===== src/rtl/tcl_pkg.sv =====
// Shared constants and types for the trace configuration low-field block
package tcl_pkg;
   // APB register byte offsets
   localparam logic [11:0] CFG_OFFSET  = 12'h000;
   localparam logic [11:0] CAPS_OFFSET = 12'h004;
   localparam logic [11:0] STAT_OFFSET = 12'h008;

   // Configuration register field positions
   localparam int RSV1_BIT = 0;
   localparam int P0_LSB   = 1;
   localparam int P0_MSB   = 2;
   localparam int BB_BIT   = 3;
   localparam int CCI_BIT  = 4;
   localparam int RSV0_BIT = 5;
   localparam int CID_BIT  = 6;
   localparam int DA_BIT   = 16;
   localparam int DV_BIT   = 17;

   // Configuration reset value: only the reserved-one bit is set
   localparam logic [31:0] CFG_RESET = 32'h0000_0001;
   localparam logic [31:0] RES1_MASK = 32'h0000_0001;

   // Capability view register layout
   localparam int CAP_CC_BIT   = 0;
   localparam int CAP_BB_BIT   = 1;
   localparam int CAP_P0_BIT   = 2;
   localparam int CAP_DATA_BIT = 3;
   localparam int CAP_CID_LSB  = 4;
   localparam int CID_W        = 5;

   // Status register layout (effective enables)
   localparam int ST_CID_BIT   = 0;
   localparam int ST_CC_BIT    = 1;
   localparam int ST_BB_BIT    = 2;
   localparam int ST_LOAD_BIT  = 3;
   localparam int ST_STORE_BIT = 4;
   localparam int ST_DA_BIT    = 5;
   localparam int ST_DV_BIT    = 6;
   localparam int ST_CONS_BIT  = 7;

   // Load/store P0 selector encodings
   typedef enum logic [1:0] {
      P0_NONE  = 2'b00,
      P0_LOAD  = 2'b01,
      P0_STORE = 2'b10,
      P0_BOTH  = 2'b11
   } tcl_p0_t;
endpackage


===== src/rtl/tcl_p0_dec.sv =====
// Decoder of the load/store P0 selector
`timescale 1ns/1ps
module tcl_p0_dec
   import tcl_pkg::*;
(
   // Selector in
   input  wire tcl_p0_t sel,
   // Decoded element classes
   output logic         load_p0,
   output logic         store_p0
);
   // Every two-bit code is legal, so no default
   always_comb begin
      unique case (sel)
         P0_NONE: begin
            load_p0  = 1'b0;
            store_p0 = 1'b0;
         end
         P0_LOAD: begin
            load_p0  = 1'b1;
            store_p0 = 1'b0;
         end
         P0_STORE: begin
            load_p0  = 1'b0;
            store_p0 = 1'b1;
         end
         P0_BOTH: begin
            load_p0  = 1'b1;
            store_p0 = 1'b1;
         end
      endcase
   end
endmodule


===== src/rtl/tcl_trace_config.sv =====
// APB slave holding the low fields of the trace configuration register
`timescale 1ns/1ps
module tcl_trace_config
   import tcl_pkg::*;
#(
   parameter int ADDR_W = 12
)
(
   // Clock and reset
   input  wire logic              clk,
   input  wire logic              rst_n,
   // APB slave
   input  wire logic              psel,
   input  wire logic              penable,
   input  wire logic              pwrite,
   input  wire logic [ADDR_W-1:0] paddr,
   input  wire logic [31:0]       pwdata,
   output logic      [31:0]       prdata,
   output logic                   pready,
   output logic                   pslverr,
   // Identification fields of the trace unit
   input  wire logic              cycle_count_supported,
   input  wire logic              broadcast_supported,
   input  wire logic              p0_select_supported,
   input  wire logic              data_trace_supported,
   input  wire logic [CID_W-1:0]  context_id_width,
   // Effective trace controls
   output logic                   context_id_trace_on,
   output logic                   cycle_count_on,
   output logic                   branch_broadcast_on,
   output logic                   load_p0,
   output logic                   store_p0,
   output logic                   data_address_trace_on,
   output logic                   data_value_trace_on,
   output logic                   data_stream_events_on,
   output logic                   data_constrained
);

   ////////////////////////////////////////////////////////////////////////
   // Address decode

   // Compare the word address against a register offset
   function automatic logic addr_hit(input logic [ADDR_W-1:0] a, input logic [11:0] off);
      addr_hit = (a[ADDR_W-1:2] == off[ADDR_W-1:2]);
   endfunction

   logic        hit_cfg;     // Configuration register
   logic        hit_caps;    // Capability view
   logic        hit_stat;    // Status view
   logic        hit_any;     // Any mapped word
   logic        setup_rd;    // Setup phase of a read
   logic        acc_wr;      // Completing write
   logic [31:0] impl_mask;   // Implemented configuration bits

   assign hit_cfg  = addr_hit(paddr, CFG_OFFSET);
   assign hit_caps = addr_hit(paddr, CAPS_OFFSET);
   assign hit_stat = addr_hit(paddr, STAT_OFFSET);
   assign hit_any  = hit_cfg | hit_caps | hit_stat;
   assign setup_rd = psel & ~penable & ~pwrite;
   assign acc_wr   = psel & penable & pwrite & pready;

   // Zero wait states: read data is captured during setup
   assign pready  = 1'b1;
   // Unmapped words answer with an error; nothing is stored
   assign pslverr = psel & penable & ~hit_any;

   ////////////////////////////////////////////////////////////////////////
   // Capability masking

   // Which bits are implemented, derived from identification inputs
   tcl_wmask u_wmask (
      .cycle_count_supported (cycle_count_supported),
      .broadcast_supported   (broadcast_supported),
      .p0_select_supported   (p0_select_supported),
      .data_trace_supported  (data_trace_supported),
      .context_id_width      (context_id_width),
      .impl_mask             (impl_mask)
   );

   ////////////////////////////////////////////////////////////////////////
   // Configuration storage

   logic [31:0] cfg_ff;      // Stored configuration
   logic [31:0] nxt_cfg;     // Value a write would store
   logic [31:0] cfg_view;    // Value software reads back

   // Only implemented bits are kept; reserved ones are forced
   assign nxt_cfg  = (pwdata & impl_mask) | RES1_MASK;
   // Mask again on read so a capability that drops reads as zero
   assign cfg_view = (cfg_ff & impl_mask) | RES1_MASK;

   // Software must program this before enabling trace; reset gives
   // a defined all-off value rather than an unknown one
   always_ff @(posedge clk or negedge rst_n) begin
      if (!rst_n) begin
         cfg_ff <= CFG_RESET;
      end else if (acc_wr && hit_cfg) begin
         cfg_ff <= nxt_cfg;
      end
   end

   ////////////////////////////////////////////////////////////////////////
   // Field extraction and decode

   logic    cid_en;      // Context ID field
   logic    cci_en;      // Cycle count field
   logic    bb_en;       // Branch broadcast field
   tcl_p0_t p0_sel;      // Load/store P0 selector
   logic    da_en;       // Data address field
   logic    dv_en;       // Data value field
   logic    dec_load;    // Decoded load class
   logic    dec_store;   // Decoded store class
   logic    cons;        // Selector zero with data enabled

   assign cid_en = cfg_view[CID_BIT];
   assign cci_en = cfg_view[CCI_BIT];
   assign bb_en  = cfg_view[BB_BIT];
   assign p0_sel = tcl_p0_t'(cfg_view[P0_MSB:P0_LSB]);
   assign da_en  = cfg_view[DA_BIT];
   assign dv_en  = cfg_view[DV_BIT];
   // The unit may do either; this design chooses to suppress
   assign cons   = (p0_sel == P0_NONE) & (da_en | dv_en);

   // Selector to element classes
   tcl_p0_dec u_p0_dec (
      .sel      (p0_sel),
      .load_p0  (dec_load),
      .store_p0 (dec_store)
   );

   ////////////////////////////////////////////////////////////////////////
   // Effective control outputs

   logic ctx_ff;     // Context ID tracing on
   logic cc_ff;      // Cycle counting on
   logic bb_ff;      // Branch broadcast on
   logic ld_ff;      // Loads traced as P0
   logic st_ff;      // Stores traced as P0
   logic da_ff;      // Data address tracing on
   logic dv_ff;      // Data value tracing on
   logic ev_ff;      // Data-stream events and triggers on
   logic cons_ff;    // Constrained configuration seen

   // Registered so the trace datapath sees glitch-free enables
   always_ff @(posedge clk or negedge rst_n) begin
      if (!rst_n) begin
         ctx_ff  <= 1'b0;
         cc_ff   <= 1'b0;
         bb_ff   <= 1'b0;
         ld_ff   <= 1'b0;
         st_ff   <= 1'b0;
      end else begin
         ctx_ff  <= cid_en;
         cc_ff   <= cci_en;
         bb_ff   <= bb_en;
         ld_ff   <= dec_load;
         st_ff   <= dec_store;
      end
   end

   // Data trace is only produced with a nonzero selector
   always_ff @(posedge clk or negedge rst_n) begin
      if (!rst_n) begin
         da_ff   <= 1'b0;
         dv_ff   <= 1'b0;
         ev_ff   <= 1'b0;
         cons_ff <= 1'b0;
      end else begin
         da_ff   <= da_en & ~cons;
         dv_ff   <= dv_en & ~cons;
         ev_ff   <= (da_en | dv_en) & ~cons;
         cons_ff <= cons;
      end
   end

   assign context_id_trace_on   = ctx_ff;
   assign cycle_count_on        = cc_ff;
   assign branch_broadcast_on   = bb_ff;
   assign load_p0               = ld_ff;
   assign store_p0              = st_ff;
   assign data_address_trace_on = da_ff;
   assign data_value_trace_on   = dv_ff;
   assign data_stream_events_on = ev_ff;
   assign data_constrained      = cons_ff;

   ////////////////////////////////////////////////////////////////////////
   // Read path

   logic [31:0] caps_view;   // Capability inputs as seen by software
   logic [31:0] stat_view;   // Effective enables
   logic [31:0] nxt_rdata;   // Selected read word
   logic [31:0] rdata_ff;    // Registered read data

   always_comb begin
      caps_view                                 = 32'h0000_0000;
      caps_view[CAP_CC_BIT]                     = cycle_count_supported;
      caps_view[CAP_BB_BIT]                     = broadcast_supported;
      caps_view[CAP_P0_BIT]                     = p0_select_supported;
      caps_view[CAP_DATA_BIT]                   = data_trace_supported;
      caps_view[CAP_CID_LSB+CID_W-1:CAP_CID_LSB] = context_id_width;
   end

   always_comb begin
      stat_view               = 32'h0000_0000;
      stat_view[ST_CID_BIT]   = ctx_ff;
      stat_view[ST_CC_BIT]    = cc_ff;
      stat_view[ST_BB_BIT]    = bb_ff;
      stat_view[ST_LOAD_BIT]  = ld_ff;
      stat_view[ST_STORE_BIT] = st_ff;
      stat_view[ST_DA_BIT]    = da_ff;
      stat_view[ST_DV_BIT]    = dv_ff;
      stat_view[ST_CONS_BIT]  = cons_ff;
   end

   // Unmapped words read as zero
   always_comb begin
      if (hit_cfg) begin
         nxt_rdata = cfg_view;
      end else if (hit_caps) begin
         nxt_rdata = caps_view;
      end else if (hit_stat) begin
         nxt_rdata = stat_view;
      end else begin
         nxt_rdata = 32'h0000_0000;
      end
   end

   // Captured at the end of setup, held through the access phase
   always_ff @(posedge clk or negedge rst_n) begin
      if (!rst_n) begin
         rdata_ff <= 32'h0000_0000;
      end else if (setup_rd) begin
         rdata_ff <= nxt_rdata;
      end
   end

   assign prdata = rdata_ff;
endmodule


===== src/rtl/tcl_wmask.sv =====
// Writable-bit mask of the configuration register from capability inputs
`timescale 1ns/1ps
module tcl_wmask
   import tcl_pkg::*;
(
   // Capabilities
   input  wire logic             cycle_count_supported,
   input  wire logic             broadcast_supported,
   input  wire logic             p0_select_supported,
   input  wire logic             data_trace_supported,
   input  wire logic [CID_W-1:0] context_id_width,
   // Mask of implemented bits
   output logic      [31:0]      impl_mask
);
   // Unsupported features leave their bits reserved at zero
   always_comb begin
      impl_mask                 = 32'h0000_0000;
      impl_mask[CID_BIT]        = |context_id_width;
      impl_mask[CCI_BIT]        = cycle_count_supported;
      impl_mask[BB_BIT]         = broadcast_supported;
      impl_mask[P0_MSB:P0_LSB]  = {2{p0_select_supported}};
      impl_mask[DA_BIT]         = data_trace_supported;
      impl_mask[DV_BIT]         = data_trace_supported;
   end
endmodule


===== config.mk =====
export PLATFORM = sky130hd
export DESIGN_NAME = tcl_trace_config
export DESIGN_NICKNAME = d
export VERILOG_FILES = /design/src/rtl/tcl_pkg.sv /design/src/rtl/tcl_p0_dec.sv /design/src/rtl/tcl_trace_config.sv /design/src/rtl/tcl_wmask.sv
export SDC_FILE = /design/constraint.sdc
export NUM_CORES = 1
export LEC_CHECK = 0
export ABC_AREA = 0
export BUFFER_PORTS_ARGS = -buffer_cell sky130_fd_sc_hd__buf_2
export CORE_AREA = 3 3 80 82
export DETAILED_ROUTE_END_ITERATION = 10
export DIE_AREA = 0 0 83 85
export GPL_TIMING_DRIVEN = 0
export PLACE_DENSITY = 0.58
export RECOVER_POWER = 25
export SYNTH_ARGS = -nofsm -noshare
export SYNTH_HDL_FRONTEND = slang
export SYNTH_SLANG_ARGS = --single-unit

===== constraint.sdc =====
create_clock -name clk -period 2.21 [get_ports clk]
set_input_delay 0.442 -clock clk [delete_from_list [all_inputs] [get_ports clk]]
set_output_delay 0.442 -clock clk [all_outputs]
set_load 0.02 [all_outputs]

# After elaboration in Yosys (flattened, before gate mapping)

Cells that the tools add are included.

Flip-flop bits (word level): 72
Bits of input ports: 58
Output and inout port bits: 43

Equality and inequality tests: 5
Muxes and demuxes: 5
Bitwise operators: 18
Reductions and logical operators: 8

Operators with widths:

| kind                | number |
|---|---|
| $and 32x18->32      | 2 |
| $mux 32             | 2 |
| $eq 10x1->1 const B | 1 |
| $eq 10x2->1 const B | 1 |
| $logic_not 10->1    | 1 |
| $and 1x1->1         | 9 |
| $mux 8              | 1 |
| $reduce_or 2->1     | 4 |
| $reduce_or 5->1     | 1 |
| $eq 2x2->1 const B  | 2 |
| $not 1->1           | 4 |
| $pmux 1 s2          | 2 |
| $or 1x1->1          | 3 |
| $eq 2x1->1 const B  | 1 |
| $logic_not 2->1     | 1 |
| $logic_and 1x1->1   | 1 |

# Depth between registers and ports, before layout

Depth in word-level cells: 6
Mapped depth: 6
Depth with buffers taken out: 4

# Cells and area by module

From an unflattened synthesis, not the netlist that was laid out.

Cells, all modules: 360
Area, all modules: 3479.6 µm²

Modules (own cells, without submodules):

| module           | instances | cells each | area an instance (µm²) |
|---|---|---|---|
| tcl_trace_config | 1         | 323        | 3223.1 |
| tcl_wmask        | 1         | 35         | 249.0 |
| tcl_p0_dec       | 1         | 2          | 7.5 |

# Worst setup path before layout

OpenSTA, ideal clock, no wires.

Path type: input -> register
Start: in context_id_width[0]
End: reg rdata_ff[6] (netlist: prdata[6])
Library setup time: 0.122 ns
Arrival time: 1.486 ns
Slack: 0.603 ns
Stages: 4
Buffers on the path: 0
Path through: or4_4 -> o21a_1 -> nand2b_4 -> a32o_1

Cells in the longest elaborated chain, start to end: 3

RTL lines:

| element                | RTL line                | source |
|---|---|---|
| start: declaration     | tcl_trace_config.sv:26  | `input wire logic [CID_W-1:0] context_id_width,` |
| $reduce_or 5->1        | tcl_wmask.sv:18         | `impl_mask[CID_BIT] = \|context_id_width;` |
| $and 32x18->32         | tcl_trace_config.sv:90  | `assign cfg_view = (cfg_ff & impl_mask) \| RES1_MASK;` |
| via cfg_view[6]        | tcl_trace_config.sv:85  | `logic [31:0] cfg_view;` |
| $mux 32                | tcl_trace_config.sv:217 | `if (hit_cfg) begin` |
| end signal: assignment | tcl_trace_config.sv:233 | `rdata_ff <= nxt_rdata;` |
| end: declaration       | tcl_trace_config.sv:192 | `logic [31:0] rdata_ff;` |

The timed path passes the listed nets, and every way through them passes these cells.
A chain may end at the register's enable or synchronous reset.

# Final worst setup path

Start: in paddr[2]
End: out pslverr

Cells in the longest elaborated chain, start to end: 5
Elaborated cells on any way between the ends: 7

RTL lines:

| element                                         | RTL line               | source |
|---|---|---|
| start: declaration                              | tcl_trace_config.sv:16 | `input wire logic [ADDR_W-1:0] paddr,` |
| $eq 10x1->1 or $logic_not 10->1 (tied branches) | tcl_trace_config.sv:44 | `addr_hit = (a[ADDR_W-1:2] == off[ADDR_W-1:2]);` |
| $or 1x1->1                                      | tcl_trace_config.sv:58 | `assign hit_any = hit_cfg \| hit_caps \| hit_stat;` |
| $or 1x1->1 *                                    | tcl_trace_config.sv:58 |  |
| $not 1->1 *                                     | tcl_trace_config.sv:65 | `assign pslverr = psel & penable & ~hit_any;` |
| $and 1x1->1 *                                   | tcl_trace_config.sv:65 |  |
| end: declaration                                | tcl_trace_config.sv:20 | `output logic pslverr,` |

Every way passes the cells marked *; elsewhere a longest branch is shown, timed or not.

==> summary.md <==
| Metric | Value |
|---|---|
| Final setup violation count | `0` |
| Final core occ | `32.29%` |
| Startpoint Class | `input port` |
| Drt first pass iters | `4` |
| Mapped cell area | `0.001414 mm²` |
| Slew Viols, Final | `0` |
| Die height | `85 µm` |
| Max_cap viols | `0` |
| Largest net degree at the start of global routing | `28` |
| Vias in the first global route | `1137` |
| Post-CTS sizing | `0` |
| Period minus WS final | `1.846 ns` |
| Syn Inst Count | `146` |
| First-pass GRT wire length | `5.706 mm` |
| Sequential Area | `675.6 µm²` |
| Clock transition at path regs | `0.09 ns` |
| Post-DR wirelength/cell | `11.74 µm` |
| Worst R2R Path Depth | `3` |
| FP Rows | `28` |
| Most common cell after layout, fill and taps aside | `buf_2` |
| Gpl congestion | `0.7805` |
| Worst r2r dst | `prdata[4]$_DFFE_PN0P_` |
| Total GRT Usage | `9.769%` |
| Final Hold Fails | `0` |
| H-tree levels | `1` |
| Vias | `1186` |
| Post-Place Cells | `291` |
| Critical Path Stages | `5` |
| Chip Width | `83 µm` |
| GRT Residual Overflow | `0` |
| CP bufs+invs | `3` |
| Non-filler cells, final | `295` |
| Worst-margin pin slew | `1.431 ns` |
| Commonest non-fill, non-tap cells in the layout | `50 x buf_2, 27 x dfrtp_1, 24 x nand2_1, 22 x buf_4, 22 x conb_1` |
| CP endpoint kind | `output port` |
| RSZ-0062 raised after global routing | `no` |
| Skew final | `0.002752 ns` |
| Clock Latency Late Sink | `0.26 ns` |
| CTS Sinks | `27` |
| Outcome | `finished, final reports clean` |
| Final antenna-violating net count | `0` |
| Post-CTS Setup Bufs | `0` |
| Slowest CP cell | `clkbuf_1` |
| Most used cell, CP | `buf_2` |
| PD cells | `488.4 mW/mm²` |
| Max_slew headroom | `4.573%` |
| Clock Path Buffers | `2` |
| Maximum net fanout on the critical path | `10` |
| Sequential share of the synthesized area | `47.79%` |
| CTS Hold Bufs | `0` |
| Crit share post-route | `83.55%` |
| CTS root buffer | `clkbuf_8` |
| Worst vdd ir | `0.2042 mV` |
| Routed wire length | `3.463 mm` |
| Initial drt markers | `80` |
| CTS tree | `built` |
| FILL cells | `642` |
| Distinct cell type count after synthesis | `29` |
| Area of the multi-input gates | `600.6 µm²` |
| Hold Crit Class | `in -> reg` |
| Critical path arrival | `1.40 ns` |
| Share of layout cells above drive strength 1 | `37.73%` |
| Maximum clock rate | `0.5416 GHz` |
| Synth Register Bits | `27` |
| Diodes inserted | `0` |
| Crit path kind | `in -> out` |
| Initial antenna violation count | `0` |
| I/O pin total | `101` |
| Avg Cell Area, Syn | `9.684 µm²` |
| Placeable Area | `0.005816 mm²` |
| Critical path cell sequence | `buf_2 > clkbuf_1 > nand2_1 > a31oi_1 > buf_2` |
| P&R area growth vs syn | `32.83%` |
| CP endpoint | `pslverr` |
| PortBufs | `50` |
| # DRC | `0` |
| Sum Neg Setup Slack | `0 ns` |
| Yosys Warn Count | `0` |
| Via density per instance | `4.020` |
| DP HPWL | `2.848 mm` |
| Critical Path Max Stage Delay | `0.35 ns` |
| Critical R2R Launch | `cfg_ff[4]$_DFFE_PN0P_` |
| Die area | `0.007055 mm²` |
| CP required | `1.77 ns` |
| TritonCTS Buffers | `3` |
| LEAKAGE | `1.021 nW` |
| CP startpoint | `paddr[2]` |
| Starting density of the core | `24.31%` |
| Cell family with most CP delay | `buffers and inverters` |
| Reg2reg setup slack | `1.16 ns` |
| Total Nets Final | `279` |
worst min-delay path by stage:
stage,from,to,slack [ns],cells past startpoint
after floorplan,rst_n,branch_broadcast_on$_DFF_PN0_,0.15,0
after global placement,cfg_ff[3]$_DFFE_PN0P_,cfg_ff[3]$_DFFE_PN0P_,0.45,2
after detailed placement,cfg_ff[3]$_DFFE_PN0P_,cfg_ff[3]$_DFFE_PN0P_,0.46,2
after CTS,rst_n,prdata[2]$_DFFE_PN0P_,0.19,1
after global routing,pwdata[17],cfg_ff[17]$_DFFE_PN0P_,0.41,3
final,pwdata[17],cfg_ff[17]$_DFFE_PN0P_,0.41,3
worst register-to-register path: stages, from the launching register on:
cell and delay (ns):
dfrtp_1 0.38, and2_0 0.16, nand2b_1 0.16, a32o_1 0.25
metrics by stage:
stage | cell area, µm² | power [mW] | setup slack [ns] | hold slack, ns
6_report | 1878 | 0.9173 | 0.3635 | 0.4103
5_1_grt | 1878 | 0.9643 | 0.2428 | 0.4140
4_1_cts | 1879 | 0.9271 | 0.3674 | 0.1940
3_5_place_dp | 1833 | 0.6512 | 0.3298 | 0.4622
3_3_place_gp | 1833 | 0.6504 | 0.3575 | 0.4527
2_1_floorplan | 1489 | 0.5982 | 0.6028 | 0.1464
flip-flops by register name, indices dropped and copies added (netlist names):
| name | flops |
|---|---|
| data_address_trace_on | 1 |
| data_stream_events_on | 1 |
| cfg_ff | 7 |
| prdata | 11 |
| branch_broadcast_on | 1 |
| store_p0 | 1 |
| cycle_count_on | 1 |
| load_p0 | 1 |
| data_constrained | 1 |
| data_value_trace_on | 1 |
| context_id_trace_on | 1 |
kinds of logic after synthesis:
logic type	count (synthesis)	synth area share [%]
AOI/OAI and AO/OA	31	14.78
buffers and inverters	30	15.04
DFF	27	47.79
other	2	0.5312
and+or+nand+nor	56	21.86
cells in the mapped netlist (all sizes together):
master	count	area share [%]
nand3	2	0.71
nand2b	9	4.5
buf	24	13
dlymetal6s2s	1	0.88
nand4	1	0.44
a21oi	6	2.1
o21ai	12	4.2
and2b	2	1.2
o21a	1	0.53
and3	4	1.8
dfrtp	27	48
nand2	24	6.4
and2	2	0.88
a32o	7	5.0
nor4	2	1.8
or4	1	0.80
clkbuf	2	0.53
nor2	4	1.2
a31oi	1	0.44
nor2b	5	2.2
conb	2	0.53
a22o	4	2.5
inv	3	0.80
final cells by class:
type                            count  area share, %
Timing Repair Buffer               50          13.26
Sequential cell                    27          35.98
Multi-Input combinational cell    109          31.98
Buffer                             27          10.73
Clock inverter                      1         0.2665
Clock buffer                        3          2.199
Inverter                            3         0.5996
Tap cell                           75          4.997
where the power goes:
group	switching [mW]	internal [mW]	total [mW]
Sequential	0.000477	0.494	0.495
Combinational	0.0847	0.0617	0.146
Clock	0.150	0.126	0.276
Total	0.235	0.682	0.917
routing by layer:
layer / GRT usage, % / vias to the layer above / share of wire, %
met5: 0 / - / 0
met4: 1.783 / 0 / 0.55
met3: 2.233 / 2 / 7.3
met2: 15.60 / 43 / 47
met1: 13.69 / 541 / 45
li1: - / 600 / -
(Power assumes the default switching activity.)
